### src/pwm_pkg.sv
// Shared constants and types for the double-buffered PWM time base.
// Behaviour
// - Duty is duty high byte plus low field.
// - Duty writes never disturb the running period.
// - In PWM mode shadow loads only at period completion.
// - Shadow register ignores writes in PWM mode.
// - Shadow byte and hidden latch double-buffer duty.
// - Time base is count plus two lower bits.
// - At 1:1 low bits come from clock phase.
// - Output clears when time base matches shadow duty.
// - High time is duty times prescaled clock.
// - Duty ratio is duty over four times (limit+1).
// - Resolution follows period limit, ten bits at 255.
// - Duty beyond period leaves output unchanged.
// - Sleep freezes counting and holds the output.
// - Idle keeps clocking; other modes use selected clock.
// - Output frequency scales with the system clock.
// - Reset makes pins inputs, registers default.
// - Steering bits choose which four outputs carry PWM.
// - Rollover sets the match flag.
// - Waveform reaches pin only with direction cleared.
// - Prescaler divides by one, four or sixteen.
// - Period is (limit+1) times four times prescale.
// - Limit match clears count, sets output, loads duty.
// - Zero duty never sets the output.
// - Postscaler has no effect on the period.
package pwm_pkg;

  localparam int CLK_MHZ    = 40;
  localparam int UNITS      = 2;
  localparam int PINS       = 5;
  localparam int STEER_PINS = 4;
  localparam int UNIT2_PIN  = 4;
  localparam int DIV_W      = 6;

  localparam logic [7:0] OFS_FLAGS    = 8'h00;
  localparam logic [7:0] OFS_ENABLES  = 8'h01;
  localparam logic [7:0] OFS_COUNT    = 8'h02;
  localparam logic [7:0] OFS_PERIOD   = 8'h03;
  localparam logic [7:0] OFS_TCTL     = 8'h04;
  localparam logic [7:0] OFS_DUTY_HI1 = 8'h05;
  localparam logic [7:0] OFS_SHADOW1  = 8'h06;
  localparam logic [7:0] OFS_UCTL1    = 8'h07;
  localparam logic [7:0] OFS_DUTY_HI2 = 8'h08;
  localparam logic [7:0] OFS_SHADOW2  = 8'h09;
  localparam logic [7:0] OFS_UCTL2    = 8'h0A;
  localparam logic [7:0] OFS_SHUTDOWN = 8'h0B;
  localparam logic [7:0] OFS_RESTART  = 8'h0C;
  localparam logic [7:0] OFS_STEER    = 8'h0D;
  localparam logic [7:0] OFS_PIN_DIR  = 8'h0E;

  localparam int FLAG_MATCH_BIT = 1;
  localparam int TCTL_RUN_BIT   = 2;
  localparam int TCTL_PRE_LSB   = 0;
  localparam int UCTL_MODE_LSB  = 2;
  localparam int UCTL_LOW_LSB   = 4;

  localparam logic [7:0] TCTL_MASK   = 8'h7F;
  localparam logic [7:0] BASIC_MASK  = 8'h3F;
  localparam logic [7:0] STEER_MASK  = 8'h0F;
  localparam logic [7:0] DIR_MASK    = 8'h1F;
  localparam logic [7:0] ZERO_BYTE   = 8'h00;
  localparam logic [7:0] DIR_RESET   = 8'hFF;
  localparam logic [7:0] STEER_RESET = 8'h01;
  localparam logic [1:0] PWM_MODE    = 2'h3;

  typedef enum logic [1:0] {
    PRE_DIV1  = 2'b00,
    PRE_DIV4  = 2'b01,
    PRE_DIV16 = 2'b10,
    PRE_ALT16 = 2'b11
  } prescale_t;

  localparam logic [DIV_W-1:0] TERM_DIV1  = 6'h03;
  localparam logic [DIV_W-1:0] TERM_DIV4  = 6'h0F;
  localparam logic [DIV_W-1:0] TERM_DIV16 = 6'h3F;

  typedef struct packed {
    logic [7:0] addr;
    logic [7:0] wrData;
    logic       wr;
    logic       rd;
  } reg_req_t;

  typedef struct packed {
    logic [PINS-1:0] out;
    logic [PINS-1:0] oe;
  } pin_drive_t;

  typedef struct packed {
    logic       pwmOn;
    logic       freeze;
    logic [7:0] dutyHigh;
    logic [1:0] dutyLow;
  } chan_ctl_t;

endpackage

### src/pwm_prescaler.sv
// Clock divider that paces the time-base count and supplies its low bits.
`timescale 1ns/1ps
module pwm_prescaler
(
  input  logic                clk_sys,
  input  logic                rst,
  input  logic                run,
  input  logic                restart,
  input  pwm_pkg::prescale_t  sel,
  output logic                tick,
  output logic [1:0]          phase
);

  typedef struct packed {
    logic [pwm_pkg::DIV_W-1:0] cnt;
  } div_state_t;

  div_state_t                s;
  div_state_t                next_s;
  logic [pwm_pkg::DIV_W-1:0] term;

  always_comb
  begin
    next_s = s;
    case (sel)
      pwm_pkg::PRE_DIV1:
      begin
        term  = pwm_pkg::TERM_DIV1;
        phase = s.cnt[1:0];
      end
      pwm_pkg::PRE_DIV4:
      begin
        term  = pwm_pkg::TERM_DIV4;
        phase = s.cnt[3:2];
      end
      default:
      begin
        term  = pwm_pkg::TERM_DIV16;
        phase = s.cnt[5:4];
      end
    endcase
    tick = run && (s.cnt == term);
    if (restart)
      next_s.cnt = '0;
    else if (tick)
      next_s.cnt = '0;
    else if (run)
      next_s.cnt = s.cnt + 6'h01;
  end

  always_ff @(posedge clk_sys)
  begin
    if (rst)
      s <= '0;
    else
      s <= next_s;
  end

endmodule // pwm_prescaler

### src/pwm_channel.sv
// One PWM unit: duty double buffer, match compare and output level.
`timescale 1ns/1ps
module pwm_channel
(
  input  logic               clk_sys,
  input  logic               rst,
  input  pwm_pkg::chan_ctl_t ctl,
  input  logic               periodEnd,
  input  logic [9:0]         timeBase,
  input  logic               shadowWr,
  input  logic [7:0]         shadowData,
  output logic [7:0]         shadow,
  output logic               level
);

  typedef struct packed {
    logic [7:0] shadow;
    logic [1:0] lowLatch;
    logic       level;
  } chan_state_t;

  chan_state_t s;
  chan_state_t next_s;

  always_comb
  begin
    next_s = s;
    if (!ctl.pwmOn)
    begin
      next_s.level = 1'b0;
      if (shadowWr)
        next_s.shadow = shadowData;
    end
    else if (!ctl.freeze)
    begin
      if (periodEnd)
      begin
        next_s.shadow   = ctl.dutyHigh;
        next_s.lowLatch = ctl.dutyLow;
        next_s.level    = |{ctl.dutyHigh, ctl.dutyLow};
      end
      else if (timeBase == {s.shadow, s.lowLatch})
        next_s.level = 1'b0;
    end
  end

  always_ff @(posedge clk_sys)
  begin
    if (rst)
      s <= '0;
    else
      s <= next_s;
  end

  // The match masks the level in the very cycle that it occurs. The
  // registered level alone would only drop one clock later, which would
  // stretch every pulse by one clock and hide a match in the last step.
  assign shadow = s.shadow;
  assign level  = s.level && (timeBase != {s.shadow, s.lowLatch});

endmodule // pwm_channel

### src/pwm_timebase_top.sv
// Register file, time base and pin steering of the PWM generator.
`timescale 1ns/1ps
module pwm_timebase_top
(
  input  logic                clk_sys,
  input  logic                rst,
  input  pwm_pkg::reg_req_t   busReq,
  output logic [7:0]          regRdData,
  input  logic                sleepMode,
  input  logic                primaryIdleMode,
  output pwm_pkg::pin_drive_t pwmPins
);

  typedef struct packed {
    logic [7:0]             flags;
    logic [7:0]             enables;
    logic [7:0]             count;
    logic [7:0]             period;
    logic [7:0]             tctl;
    logic [1:0][7:0]        dutyHigh;
    logic [1:0][7:0]        uctl;
    logic [7:0]             shutdown;
    logic [7:0]             restart;
    logic [7:0]             steer;
    logic [7:0]             pinDir;
    logic [7:0]             rdData;
    pwm_pkg::pin_drive_t    pins;
  } top_state_t;

  top_state_t                   s;
  top_state_t                   next_s;
  logic                         tick;
  logic [1:0]                   phase;
  logic                         timerRun;
  logic                         divRestart;
  logic                         periodEnd;
  logic [9:0]                   timeBase;
  pwm_pkg::prescale_t           preSel;
  logic [pwm_pkg::UNITS-1:0]    level;
  logic [pwm_pkg::UNITS-1:0]    shadowWr;
  logic [pwm_pkg::UNITS-1:0][7:0] shadow;
  pwm_pkg::chan_ctl_t [pwm_pkg::UNITS-1:0] chanCtl;
  logic                         wrHit;
  logic [7:0]                   rdMux;
  logic [pwm_pkg::PINS-1:0]     pinLevel;

  // The primary-idle input needs no logic: the system clock keeps running
  // through it, so the unit carries on unchanged. Other low-power clocks
  // are chosen outside this block and simply arrive on clk_sys.
  // Every count here is in system clocks, so the output frequency moves
  // with clk_sys in proportion.

  assign timerRun = s.tctl[pwm_pkg::TCTL_RUN_BIT] && !sleepMode;
  assign preSel   = pwm_pkg::prescale_t'(s.tctl[pwm_pkg::TCTL_PRE_LSB +: 2]);

  // Writing the count or the timer control restarts the divider so a newly
  // loaded count always gets a whole prescaled step.
  assign wrHit = busReq.wr;
  assign divRestart = wrHit && ((busReq.addr == pwm_pkg::OFS_COUNT) ||
                                (busReq.addr == pwm_pkg::OFS_TCTL));

  pwm_prescaler u_prescaler
  (
    .clk_sys (clk_sys),
    .rst     (rst),
    .run     (timerRun),
    .restart (divRestart),
    .sel     (preSel),
    .tick    (tick),
    .phase   (phase)
  );

  // The postscale field is stored and read back but never reaches the
  // period logic.
  assign periodEnd = tick && (s.count == s.period);
  assign timeBase  = {s.count, phase};

  genvar gi;
  generate
    for (gi = 0; gi < pwm_pkg::UNITS; gi++)
    begin : g_unit
      assign chanCtl[gi].pwmOn =
        (s.uctl[gi][pwm_pkg::UCTL_MODE_LSB +: 2] == pwm_pkg::PWM_MODE);
      assign chanCtl[gi].freeze   = sleepMode;
      assign chanCtl[gi].dutyHigh = s.dutyHigh[gi];
      assign chanCtl[gi].dutyLow  =
        s.uctl[gi][pwm_pkg::UCTL_LOW_LSB +: 2];
      assign shadowWr[gi] = wrHit && (busReq.addr ==
        ((gi == 0) ? pwm_pkg::OFS_SHADOW1 : pwm_pkg::OFS_SHADOW2));

      pwm_channel u_channel
      (
        .clk_sys    (clk_sys),
        .rst        (rst),
        .ctl        (chanCtl[gi]),
        .periodEnd  (periodEnd),
        .timeBase   (timeBase),
        .shadowWr   (shadowWr[gi]),
        .shadowData (busReq.wrData),
        .shadow     (shadow[gi]),
        .level      (level[gi])
      );
    end
  endgenerate

  // The first unit feeds the four steered pins, the second its own pin.
  always_comb
  begin
    pinLevel = '0;
    for (int p = 0; p < pwm_pkg::STEER_PINS; p++)
    begin
      pinLevel[p] = level[0] && s.steer[p];
    end
    pinLevel[pwm_pkg::UNIT2_PIN] = level[1];
  end

  always_comb
  begin
    case (busReq.addr)
      pwm_pkg::OFS_FLAGS:
        rdMux = s.flags;
      pwm_pkg::OFS_ENABLES:
        rdMux = s.enables;
      pwm_pkg::OFS_COUNT:
        rdMux = s.count;
      pwm_pkg::OFS_PERIOD:
        rdMux = s.period;
      pwm_pkg::OFS_TCTL:
        rdMux = s.tctl & pwm_pkg::TCTL_MASK;
      pwm_pkg::OFS_DUTY_HI1:
        rdMux = s.dutyHigh[0];
      pwm_pkg::OFS_SHADOW1:
        rdMux = shadow[0];
      pwm_pkg::OFS_UCTL1:
        rdMux = s.uctl[0];
      pwm_pkg::OFS_DUTY_HI2:
        rdMux = s.dutyHigh[1];
      pwm_pkg::OFS_SHADOW2:
        rdMux = shadow[1];
      pwm_pkg::OFS_UCTL2:
        rdMux = s.uctl[1] & pwm_pkg::BASIC_MASK;
      pwm_pkg::OFS_SHUTDOWN:
        rdMux = s.shutdown;
      pwm_pkg::OFS_RESTART:
        rdMux = s.restart;
      pwm_pkg::OFS_STEER:
        rdMux = s.steer & pwm_pkg::STEER_MASK;
      pwm_pkg::OFS_PIN_DIR:
        rdMux = s.pinDir & pwm_pkg::DIR_MASK;
      default:
        rdMux = pwm_pkg::ZERO_BYTE;
    endcase
  end

  always_comb
  begin
    next_s = s;

    if (tick)
    begin
      if (periodEnd)
        next_s.count = pwm_pkg::ZERO_BYTE;
      else
        next_s.count = s.count + 8'h01;
    end

    // Duty registers are plain storage; the running period only ever
    // sees the shadow copies, so these writes cannot glitch it.
    if (wrHit)
    begin
      case (busReq.addr)
        pwm_pkg::OFS_FLAGS:
          next_s.flags = busReq.wrData;
        pwm_pkg::OFS_ENABLES:
          next_s.enables = busReq.wrData;
        pwm_pkg::OFS_COUNT:
          next_s.count = busReq.wrData;
        pwm_pkg::OFS_PERIOD:
          next_s.period = busReq.wrData;
        pwm_pkg::OFS_TCTL:
          next_s.tctl = busReq.wrData & pwm_pkg::TCTL_MASK;
        pwm_pkg::OFS_DUTY_HI1:
          next_s.dutyHigh[0] = busReq.wrData;
        pwm_pkg::OFS_UCTL1:
          next_s.uctl[0] = busReq.wrData;
        pwm_pkg::OFS_DUTY_HI2:
          next_s.dutyHigh[1] = busReq.wrData;
        pwm_pkg::OFS_UCTL2:
          next_s.uctl[1] = busReq.wrData & pwm_pkg::BASIC_MASK;
        pwm_pkg::OFS_SHUTDOWN:
          next_s.shutdown = busReq.wrData;
        pwm_pkg::OFS_RESTART:
          next_s.restart = busReq.wrData;
        pwm_pkg::OFS_STEER:
          next_s.steer = busReq.wrData & pwm_pkg::STEER_MASK;
        pwm_pkg::OFS_PIN_DIR:
          next_s.pinDir = busReq.wrData | ~pwm_pkg::DIR_MASK;
        default:
          next_s.rdData = s.rdData;
      endcase
    end

    // A rollover in the same cycle as a software clear still leaves the
    // flag set, so software never misses a period start.
    if (periodEnd)
      next_s.flags[pwm_pkg::FLAG_MATCH_BIT] = 1'b1;

    if (busReq.rd)
      next_s.rdData = rdMux;
    else
      next_s.rdData = pwm_pkg::ZERO_BYTE;

    // Pins drive only with their direction bit cleared; a pin that is not
    // driven also shows a low output value.
    for (int p = 0; p < pwm_pkg::PINS; p++)
    begin
      next_s.pins.oe[p]  = !s.pinDir[p];
      next_s.pins.out[p] = pinLevel[p] && !s.pinDir[p];
    end
    if (sleepMode)
      next_s.pins = s.pins;
  end

  always_ff @(posedge clk_sys)
  begin
    if (rst)
    begin
      s        <= '0;
      s.pinDir <= pwm_pkg::DIR_RESET;
      s.steer  <= pwm_pkg::STEER_RESET;
    end
    else
      s <= next_s;
  end

  assign regRdData = s.rdData;
  assign pwmPins   = s.pins;

endmodule // pwm_timebase_top

### config.mk
export PLATFORM = sky130hd
export DESIGN_NAME = pwm_timebase_top
export DESIGN_NICKNAME = d
export VERILOG_FILES = /design/src/pwm_pkg.sv /design/src/pwm_prescaler.sv /design/src/pwm_channel.sv /design/src/pwm_timebase_top.sv
export SDC_FILE = /design/constraint.sdc
export NUM_CORES = 1
export LEC_CHECK = 0
export BUFFER_PORTS_ARGS = -buffer_cell sky130_fd_sc_hd__buf_2
export CORE_MARGIN = 2
export CORE_UTILIZATION = 25
export DETAILED_ROUTE_END_ITERATION = 6
export SLEW_MARGIN = 15
export SYNTH_ARGS = -nofsm -noshare
export SYNTH_HDL_FRONTEND = slang
export SYNTH_SLANG_ARGS = --single-unit
### constraint.sdc
create_clock -name clk_sys -period 2.5 [get_ports clk_sys]
set_input_delay 0 -clock clk_sys [delete_from_list [all_inputs] [get_ports clk_sys]]
set_output_delay 0 -clock clk_sys [all_outputs]
set_load 0.02 [all_outputs]
# ---- Word level (Yosys, flattened, before mapping)
# Index checks and enable logic that the tools add are counted.
dict set report word_totals {
  ff_bits 140
  in_bits 22
  output_inout_bits 18
}
dict set report classes {
  add_sub_neg 2
  n_eq_ne 27
  mux 32
  bitwise 4
  reduce_logical 57
}
# op n
set op_table {}
lappend op_table {{$pmux W8 S15} 1}
lappend op_table {{$mux W8} 14}
lappend op_table {{$mux W106} 1}
lappend op_table {{$eq A8 B4 Y1 const B} 7}
lappend op_table {{$eq A8 B3 Y1 const B} 4}
lappend op_table {{$reduce_and A2 Y1} 15}
lappend op_table {{$mux W11} 2}
lappend op_table {{$eq A10 B10 Y1} 2}
lappend op_table {{$mux W10} 2}
lappend op_table {{$ne A10 B10 Y1} 2}
lappend op_table {{$reduce_or A10 Y1} 2}
lappend op_table {{$logic_and A1 B1 Y1} 17}
lappend op_table {{$eq A8 B2 Y1 const B} 2}
lappend op_table {{$pmux W6 S2} 1}
lappend op_table {{$reduce_and A3 Y1} 4}
lappend op_table {{$reduce_bool A2 Y1} 6}
lappend op_table {{$add A8 B1 Y8 const B} 1}
lappend op_table {{$eq A8 B1 Y1 const B} 1}
lappend op_table {{$eq A8 B8 Y1} 1}
lappend op_table {{$logic_not A8 Y1} 1}
lappend op_table {{$ne A2 B2 Y1 const B} 4}
lappend op_table {{$mux W7} 1}
lappend op_table {{$add A6 B1 Y6 const B} 1}
lappend op_table {{$eq A6 B6 Y1} 1}
lappend op_table {{other kinds (14)} 29}

# ---- Longest topological paths before layout
# Gate-level depths: netlist of run 1.
dict set report depth {
  ltp_word 10
  depth_mapped 8
}

# ---- By module
# From an unflattened synthesis of run 1, not the netlist that was laid out.
dict set report unflattened {
  cells_unflattened 802
  hier_area_um2 7116.8
}
# module instances cells_each area_per_inst_um2 seq_area_each_um2
set modules_own_cells {}
lappend modules_own_cells {pwm_timebase_top 1 620 5497.8 2242.2}
lappend modules_own_cells {pwm_channel 2 73 635.6 220.2}
lappend modules_own_cells {pwm_prescaler 1 36 347.8 120.1}

# ---- Least setup slack after synthesis of run 1
# No wires, ideal clock.
dict set report synth_timing {
  path_kind {register -> register}
  start {register u_prescaler.s[0] in the netlist's numbering}
  end {register g_unit[1].u_channel.s (netlist bit g_unit[1].u_channel.shadow[0])}
  arrival_time_ns 1.761
  path_slack_ns 0.620
  stages_incl_launch_ff 8
  path_buffers 2
  period_less_slack_ns 1.880
  cell_sequence {dfxtp_1 ha_1 nand3b_1 nor3_1 clkbuf_1 o2111ai_2 buf_6 o221a_1}
}
dict set report synth_via {
  elab_chain_len 5
}
# element line_no
set synth_rtl {}
lappend synth_rtl {{start: declaration} pwm_prescaler.sv:18} ;# div_state_t s;
lappend synth_rtl {{start signal: assignment} pwm_prescaler.sv:56} ;# s <= next_s;
lappend synth_rtl {{$eq A6 B6 Y1} pwm_prescaler.sv:42} ;# tick = run && (s.cnt == term);
lappend synth_rtl {{$logic_and A1 B1 Y1} pwm_prescaler.sv:42}
lappend synth_rtl {{$logic_and A1 B1 Y1} pwm_timebase_top.sv:75} ;# assign periodEnd = tick && (s.count == s.period);
lappend synth_rtl {{$ne A2 B2 Y1 (no source line)} -}
lappend synth_rtl {{$reduce_and A3 Y1 (no source line)} -}
lappend synth_rtl {{end signal: assignment} pwm_channel.sv:52} ;# s <= next_s;
lappend synth_rtl {{end: declaration} pwm_channel.sv:22} ;# chan_state_t s;
# No other way between the ends.
# A chain may end at the register's enable or synchronous reset.

# ---- Worst setup path in the final report of run 1
dict set report layout_timing {
  start {register u_prescaler.s[0] in the netlist's numbering}
  end {register g_unit[1].u_channel.s (netlist bit g_unit[1].u_channel.shadow[1])}
}
# The elaborated chain is that of the path after synthesis.

==> results of run 1 <==
==> cell type report <==
cell class | instances | area (um^2)
Fill cell | 3018 | 19740
Multi-Input combinational cell | 580 | 3919
Sequential cell | 140 | 2803
Tap cell | 378 | 473.0
Timing Repair Buffer | 72 | 460.4
Clock buffer | 19 | 452.9
Clock inverter | 11 | 73.82
Inverter | 4 | 15.01
==> cells by family (layout without fill, tap and decap cells) <==
logic type	count (synthesis)	after routing
buf+inv	84	106
compound gates	149	149
mux	94	94
xor+xnor	39	39
flops	140	140
fa+ha+maj	2	2
simple gates	296	296
==> path summary, 6_finish.rpt <==
check / endpoint / depth (start not counted) / start
worst max-delay path: g_unit[1].u_channel.shadow[1]$_SDFFE_PP0P_ / 6 / u_prescaler.s[0]$_SDFFE_PP0P_
worst min-delay path: s[27]$_SDFFE_PP0P_ / 3 / busReq[3]
worst max register to register: g_unit[1].u_channel.shadow[1]$_SDFFE_PP0P_ / 6 / u_prescaler.s[0]$_SDFFE_PP0P_
worst min register to register: pwmPins[8]$_SDFFE_PP0N_ / 1 / pwmPins[8]$_SDFFE_PP0N_
==> power groups by stage <==
stage	logic [uW]	clock network, uW	registers [uW]
2_1_floorplan	146	0	2280
3_3_place_gp	244	0	2290
3_5_place_dp	245	0	2290
4_1_cts	252	2320	2240
5_1_grt	271	2420	2240
6_report	259	2280	2240
==> metrics by stage <==
stage	cell area, um^2	hold slack (ns)	instances	total power [uW]	setup WS [ns]
2_1_floorplan	7126	0.1439	804	2431	0.6205
3_3_place_gp	7620	0.4122	1169	2530	0.3409
3_5_place_dp	7620	0.4098	1169	2530	0.2402
4_1_cts	8197	0.008984	1204	4806	0.2120
5_1_grt	8197	0.03159	1204	4926	0.01058
6_report	8197	0.02516	1204	4779	0.2006
==> cells in the final DEF, fill, tap and decap left out, drive strengths merged, types with 4 or more instances in the layout <==
cell type / count
nor2: 141
dfxtp: 140
mux2i: 84
buf: 67
nand2: 53
o21ai: 39
xor2: 34
a21oi: 25
nand3: 23
clkbuf: 19
o221a: 16
nor2b: 12
nand3b: 11
and3: 11
nand4: 10
a31oi: 10
nor4: 10
mux2: 8
a22o: 8
clkinv: 8
and2: 6
o22ai: 6
a22oi: 6
xnor2: 5
a32oi: 5
a32o: 5
dlygate4sd3: 5
o2111ai: 5
inv: 4
nor3: 4
==> per-layer routing <==
metal / global-route usage / vias up / wire length (um)
met5: 0 / - / 0
met4: 0.05473 / 0 / 593
met3: 0.04354 / 44 / 2214
met2: 0.2207 / 308 / 9824
met1: 0.2092 / 2972 / 10460
li1: - / 2867 / -
==> registers in the layout, indices dropped and copies added, names as in the netlist <==
register and flops:
g_unit.u_channel.s 6, u_prescaler.s 6, preSel 2, chanCtl 20, regRdData 8, pwmPins 10, g_unit.u_channel.shadow 16, s 72
==> critical path, delay by kind of cell, from the launching register on <==
family / cells / cell delay [ns]
AO/OA/AOI/OAI: 2 / 0.67
adder cells (fa/ha/maj): 1 / 0.18
flip-flops: 1 / 0.40
AND/OR/NAND/NOR: 3 / 0.99
==> metrics.txt, run 1 <==
mux share of post-synthesis cell area=0.1370; Synth top cells by count=dfxtp_1 (140), nor2_1 (137), mux2i_1 (84); gpl congestion=between 0.9 and 1; max-slew violations=0; post-cts gate resize count=0; vias per cell=5.142; Max Cap Viol=0; largest net degree at the start of global routing=50; total track usage=0.1506; Compound-Gate Fraction of Synth Area=0.1505; ys async rst share=0; drt pass-1 iters=5; Syn Area/Cell=roughly 9 um^2; Layout area overhead=15.03%; FMAX=434.9 MHz; xor and xnor fraction of the mapped netlist area=0.04794; # rows=61; register bit total from synthesis=140; routed length per placed instance=19.18 um; H-Tree Level Count=4; largest area contributor in the netlist=dfxtp_1; initial core utilization=0.2551; Slowest-stage cell, CP=nor3_1; postcts setup bufs=0; Synth area leaders=dfxtp_1 (39%), mux2i_1 (12%), nor2_1 (7.2%); crit-path cells=ha_1 -> nand3b_1 -> nor3_1 -> o2111ai_2 -> nand2_2 -> o221a_1; Clk pwr share=0.478; most common cell in the netlist=dfxtp_1; vias in the first global route=around 5700; Cells after Synth=between 800 and 900; cts hold-fix bufs=5; Finish-stage setup viols=0; sequential area share after synthesis=0.3933; Switching Share=0.2465; CP Data Required Time=approximately 2.9 ns; Total Neg Setup Slack=0 ns; maximum root-to-sink buffer count=2; Root Driver=clkbuf_16; Pint=~3600 uW; part of the cycle the worst path needs=0.9197; vias=around 6200; Post-Route WL=23100 um; RSZ-0062 raised after global routing=no; EDFF count, synth=0; Clock Skew=a little under 0.01 ns; die footprint=29870 um^2; Yosys warning count=0; Post-route DRC=0; slew of the pin with the lowest slew margin=between 0.6 and 0.7 ns; status=complete, no violations; flop2flop setup slack=0.20 ns; total gr overflow=0; maximum vdd drop=0.4376 mV; Crit Path Category=flop to flop; Ant. Diodes=0; HP Class=input port to flop; CP arrival=about 2.7 ns; Crit. End Element=flop; Seq pwr share=0.468; Logic pwr share=0.054; share of the synthesized area in the top cell type=0.3933; Synth Area in Adders=0.003512; DRT antenna net count=0; Net Sw Power=1178 uW; Simple-Gate Fraction of Synth Area=0.2098; CTS Sinks=140; syn nets=~830; Slew headroom=0.5460; Main synth FF type=dfxtp_1; CP max stage delay=about 0.5 ns; first-pass GRT wire length=roughly 35000 um; final count of hold timing violations=0; pwr/cell area=between 500 and 600 nW/um^2; Die H=roughly 170 um; # IOs=40; Synth Cell Area=7126 um^2; post-synthesis cell type count=66; Final Core Density=0.2934; CTS tree=done; post-layout min period=~2.3 ns; Num CTS Buffers=17; Horiz. Die Dim=roughly 170 um; worst skew pair latency=approximately 0.44 ns; 1st-iter DRT viols=around 660; core area=around 28000 um^2; Worst-path clk slew=0.06 ns; largest family of logic cells by synthesized area=simple AND/OR/NAND/NOR gates; leakage power=0.003400 uW; hpwl dp=15900 um; CP Max Fanout=11; initial antenna violation count=1; layout cells sized above 1=0.1610; port bufs=38; fin nets=around 840; CP startpoint kind=flop
(Power assumes the default switching activity.)
==> run 2: changes to the inputs <==
==> constraint.sdc (replaced) <==
create_clock -name clk_sys -period 2.4 [get_ports clk_sys]
set_input_delay 0 -clock clk_sys [delete_from_list [all_inputs] [get_ports clk_sys]]
set_output_delay 0 -clock clk_sys [all_outputs]
set_load 0.02 [all_outputs]
==> run 2 against run 1 <==
Effect of this change:
- global-route usage grew 0.083 points
- final cell count grew 0.42%
- via count is essentially flat
- combinational power grew 4%
- power grew 9.7%
- non-clock buffer count grew 3
- sequential share of layout area shrank 0.38 points
- design area grew 1.1%
- largest power group unchanged
- clock power grew 16%
- clock skew shrank 0.0018 ns
- register-to-register slack is essentially flat
==> metrics.txt, run 2 (same netlist as run 1, synthesis figures left out) <==
status=complete, no violations; maximum vdd drop=about 0.42 mV; Placed Cells incl. Taps=1174; die footprint=around 30000 um^2; Die H=172.8 um; initial antenna violation count=0; Worst-path clk slew=0.06 ns; CTS tree=done; WHS=0.01785 ns; total gr overflow=0; Post-route DRC=0; Non-Filler Instances=roughly 1200; CP max stage delay=roughly 0.40 ns; Layout area overhead=16.33%; postcts setup bufs=0; RSZ-0062 raised after global routing=no; most common cell after layout, fill and taps aside=dfxtp_1; crit-path leading delay family=compound AO/OA/AOI/OAI gates; CP startpoint kind=flop; gpl congestion=0.9432; Total Neg Setup Slack=0 ns; Crit Path Category=flop to flop; CP arrival=about 2.6 ns; H-Tree Level Count=4; commonest cells after routing, fill and taps aside=dfxtp_1 (140), nor2_1 (137), mux2i_1 (84); pwr/cell area=about 630 nW/um^2; DRT antenna net count=0; FMAX=453.2 MHz; port bufs=38; WP buf/inv=1; first-pass GRT wire length=35250 um; vias per cell=between 5 and 6; CP Max Fanout=11; max-slew violations=0; Root Driver=clkbuf_16; final count of hold timing violations=0; vias=6186; Ant. Diodes=0; drt pass-1 iters=5; Biggest register=s; fin nets=about 840; slew of the pin with the lowest slew margin=about 0.68 ns; crit-path cells=or3_1 -> a211oi_2 -> buf_4 -> o2111ai_2 -> nand2_2 -> o221a_1; HP Class=input port to flop; hpwl dp=15780 um; initial core utilization=0.2551; CTS Sinks=140; # IOs=40; Fillers=between 2000 and 3000; Max Cap Viol=0; Num CTS Buffers=17; layout cells sized above 1=0.1685; total track usage=0.1515; Post-Route WL=roughly 23000 um; leakage power=roughly 0.0034 uW; CP Data Required Time=roughly 2.8 ns; Crit. End Element=flop; Final Core Density=0.2967; Finish-stage setup viols=0; maximum root-to-sink buffer count=2; vias in the first global route=about 5800; Slew headroom=0.5439; largest net degree at the start of global routing=47; Slowest-stage cell, CP=or3_1; 1st-iter DRT viols=roughly 650; Horiz. Die Dim=around 170 um; # rows=roughly 60; Largest register FFs=72; core area=approximately 28000 um^2; worst skew pair latency=approximately 0.43 ns; routed length per placed instance=~19 um; Clock Skew=around 0.0079 ns; flop2flop setup slack=around 0.19 ns; post-layout min period=roughly 2.2 ns; part of the cycle the worst path needs=0.9194
[run 2: changes by cell type in the layout (fill, tap and decap cells not counted)]
cell           delta
clkbuf_8          -1
clkbuf_1          +1
clkinv_2          -2
dlygate4sd3_1     -2
buf_12            +1
buf_4             +4
clkinv_4          -1
nor3_1            -1
bufinv_16         +2
nor3_2            +1
inv_6             +3
[run 2: layout make-up]
cell class                      instances  area (um^2)  area share
Multi-Input combinational cell        580         3924      0.4734
Sequential cell                       140         2803      0.3381
Timing Repair Buffer                   75        490.5     0.05917
Tap cell                              378        473.0     0.05706
Clock buffer                           19        442.9     0.05343
Clock inverter                         13        141.4     0.01706
Inverter                                4        15.01    0.001811
[run 2: what timing repair did]
item                       4_1_cts  5_1_grt
hold endpoints to repair         6        0
hold buffers                     3        0
setup endpoints to repair        0       12
resized for setup                0        1
[run 2: path summary, 6_finish.rpt]
| kind | startpoint | to | cells past startpoint |
|---|---|---|---|
| hold reg to reg | pwmPins[5]$_SDFFE_PP0N_ | pwmPins[5]$_SDFFE_PP0N_ | 1 |
| hold / removal | busReq[6] | s[102]$_SDFF_PP0_ | 3 |
| setup reg to reg | preSel[0]$_SDFFE_PP0P_ | g_unit[1].u_channel.shadow[1]$_SDFFE_PP0P_ | 6 |
| setup / recovery | preSel[0]$_SDFFE_PP0P_ | g_unit[1].u_channel.shadow[1]$_SDFFE_PP0P_ | 6 |
[run 2: metal layers]
metal / GRT usage / share of wire / vias to the layer above
met1: 0.2096 / 0.45 / 2975
li1: - / - / 2886
met5: 0 / 0 / -
met4: 0.05932 / 0.030 / 0
met3: 0.04661 / 0.094 / 51
met2: 0.2185 / 0.42 / 274
[run 2: report_power, final]
part,switching [uW],total (uW),internal (uW)
sequential,3.06,2330,2330
combinational,196,269,72.3
clock,1080,2640,1560
total,1280,5240,3960
[run 2: through the flow]
step	cell area (um^2)	worst slack [ns]	total power (uW)
finish	8289	0.1934	5241
global route	8289	0.002338	5367
CTS	8284	0.1641	5258
detailed placement	7670	0.2302	2638
global placement	7670	0.2681	2639
floorplan	7126	0.5205	2532
[run 2: worst min-delay path, stage by stage]
cell and delay (ns):
buf_2 0.24, nand2_1 0.10, o21ai_1 0.06
==> run 3: changes to the inputs <==
--- a/config.mk
+++ b/config.mk
@@ -9,6 +9,7 @@
 export CORE_MARGIN = 2
 export CORE_UTILIZATION = 25
 export DETAILED_ROUTE_END_ITERATION = 6
+export PLACE_DENSITY_LB_ADDON = 0.2
 export SLEW_MARGIN = 15
 export SYNTH_ARGS = -nofsm -noshare
 export SYNTH_HDL_FRONTEND = slang
==> run 3 against run 2 <==
Effect of this change:
- clock skew grew 0.0061 ns
- maximum frequency shrank 3.4%
- final cell count is 0.99% higher
- largest power group unchanged
- design area up 2.0%
- global-route usage grew 1.9 points
- largest cell class unchanged
- highest routed layer unchanged
==> metrics.txt, run 3 (same netlist as run 1, synthesis figures left out) <==
CTS Sinks=140; Horiz. Die Dim=about 170 um; Switching Share=0.2312; maximum vdd drop=roughly 0.45 mV; CP arrival=between 2 and 3 ns; max-slew violations=0; vias=between 6000 and 7000; Layout area overhead=18.65%; Slowest-stage cell, CP=o2111ai_2; final setup margin=about 0.11 ns; DRT antenna net count=0; Post-Route WL=~25000 um; Clk pwr share=0.527; Root Driver=clkbuf_16; largest net degree at the start of global routing=between 90 and 100; Num CTS Buffers=17; drt pass-1 iters=5; most common cell after layout, fill and taps aside=dfxtp_1; Placed Cells incl. Taps=roughly 1200; Crit Path Category=flop to flop; Finish-stage setup viols=0; layout cells sized above 1=0.1803; flop2flop setup slack=0.11 ns; Max Cap Viol=0; H-Tree Level Count=4; 1st-iter DRT viols=around 680; Logic pwr share=0.052; Seq pwr share=0.421; Non-Filler Instances=approximately 1200; crit-path cells=ha_1 -> nand3b_1 -> a211oi_2 -> buf_4 -> o2111ai_2 -> nand2_2 -> o221a_1; CP startpoint=u_prescaler.s[0]$_SDFFE_PP0P_; post-layout min period=2.285 ns; final count of hold timing violations=0; slew of the pin with the lowest slew margin=0.7540 ns; WP buf/inv=1; Worst-path clk slew=0.06 ns; Total Neg Setup Slack=0 ns; Crit. End Element=flop; port bufs=38; gpl congestion=0.8225; CTS tree=done; CP max stage delay=roughly 0.57 ns; CP Max Fanout=11; vias per cell=4.932; CP startpoint kind=flop; crit-path leading delay family=compound AO/OA/AOI/OAI gates; CP Data Required Time=2.72 ns; Slew headroom=0.4907; Net Sw Power=approximately 1300 uW; # rows=about 60; worst flop-to-flop path startpoint=u_prescaler.s[0]$_SDFFE_PP0P_; worst reg-to-reg path cell count=7; HP Start=busReq[6]; commonest cells after routing, fill and taps aside=dfxtp_1 (140), nor2_1 (137), mux2i_1 (84); status=complete, no violations; Biggest register=s; initial core utilization=0.2551; worst skew pair latency=roughly 0.43 ns; Ant. Diodes=0; die footprint=approximately 30000 um^2; hpwl dp=17750 um; fin nets=approximately 850; vias in the first global route=slightly below 6000; Clock Skew=approximately 0.014 ns; Design Area, Final=about 8500 um^2; leakage power=0.003541 uW; Post-route DRC=0; r2r endpoint=g_unit[1].u_channel.shadow[5]$_SDFFE_PP0P_; FMAX=437.6 MHz; pwr/cell area=roughly 650 nW/um^2; routed length per placed instance=between 20 and 25 um; HP Class=input port to flop; RSZ-0062 raised after global routing=no; total track usage=0.1701; hold depth=3; Die H=172.8 um; DP Worst Slack=about 0.17 ns; Worst Hold End=s[102]$_SDFF_PP0_; part of the cycle the worst path needs=0.9521; DP Area=7765 um^2; core area=between 20000 and 30000 um^2; # IOs=40; postcts setup bufs=0; maximum root-to-sink buffer count=2; Largest register FFs=72; Pint=approximately 4300 uW; initial antenna violation count=0; total gr overflow=0; first-pass GRT wire length=about 38000 um
run 3: layer usage:
| layer | track usage | part of all wire |
|---|---|---|
| met1 | 0.2467 | 0.50 |
| met2 | 0.2598 | 0.44 |
| met3 | 0.03276 | 0.045 |
| met4 | 0.03814 | 0.0080 |
| met5 | 0 | 0 |
run 3: repair_timing:
action	4_1_cts	5_1_grt
resized for setup	0	1
hold buffers	4	0
endpoints found under the setup margin	0	8
hold endpoints to repair	26	0
run 3: worst max-delay path by stage:
stage	slack, ns	depth (start not counted)	to
detailed placement	0.17	6	g_unit[1].u_channel.shadow[5]$_SDFFE_PP0P_
global route	0.005	6	g_unit[1].u_channel.shadow[3]$_SDFFE_PP0P_
floorplan	0.52	7	g_unit[1].u_channel.shadow[0]$_SDFFE_PP0P_
global placement	0.18	6	g_unit[1].u_channel.shadow[6]$_SDFFE_PP0P_
CTS	0.14	6	g_unit[1].u_channel.shadow[5]$_SDFFE_PP0P_
finish	0.11	7	g_unit[1].u_channel.shadow[5]$_SDFFE_PP0P_
run 3: per-stage QoR:
stage | power (uW) | utilization | hold slack, ns
global placement | 2661 | 0.2780 | 0.4192
global route | 5690 | 0.3027 | 0.05549
CTS | 5577 | 0.3025 | 0.006042
detailed placement | 2659 | 0.2780 | 0.4184
finish | 5530 | 0.3027 | 0.01582
floorplan | 2532 | - | 0.1439
run 3: worst min-delay path: cells and delay by family:
family                 cells  cell delay, ns
and+or+nand+nor            1            0.10
AOI/OAI and AO/OA          1            0.05
buffers and inverters      1            0.24
run 3: power groups by stage:
stage                     clock, uW  sequential [uW]  combinational, uW
final                          2910             2330                285
after global placement            0             2380                279
after global routing           3060             2330                303
after detailed placement          0             2380                278
after floorplan                   0             2380                152
after CTS                      2960             2330                283
run 3: final cells by class:
type                       instances  area, um^2
clock inverter                    11       163.9
inverter                           4       15.01
timing repair buffer              87       595.6
fill                            2979       19480
multi-input combinational        580        3924
sequential                       140        2803
clock buffer                      21       480.5
tap                              378       473.0
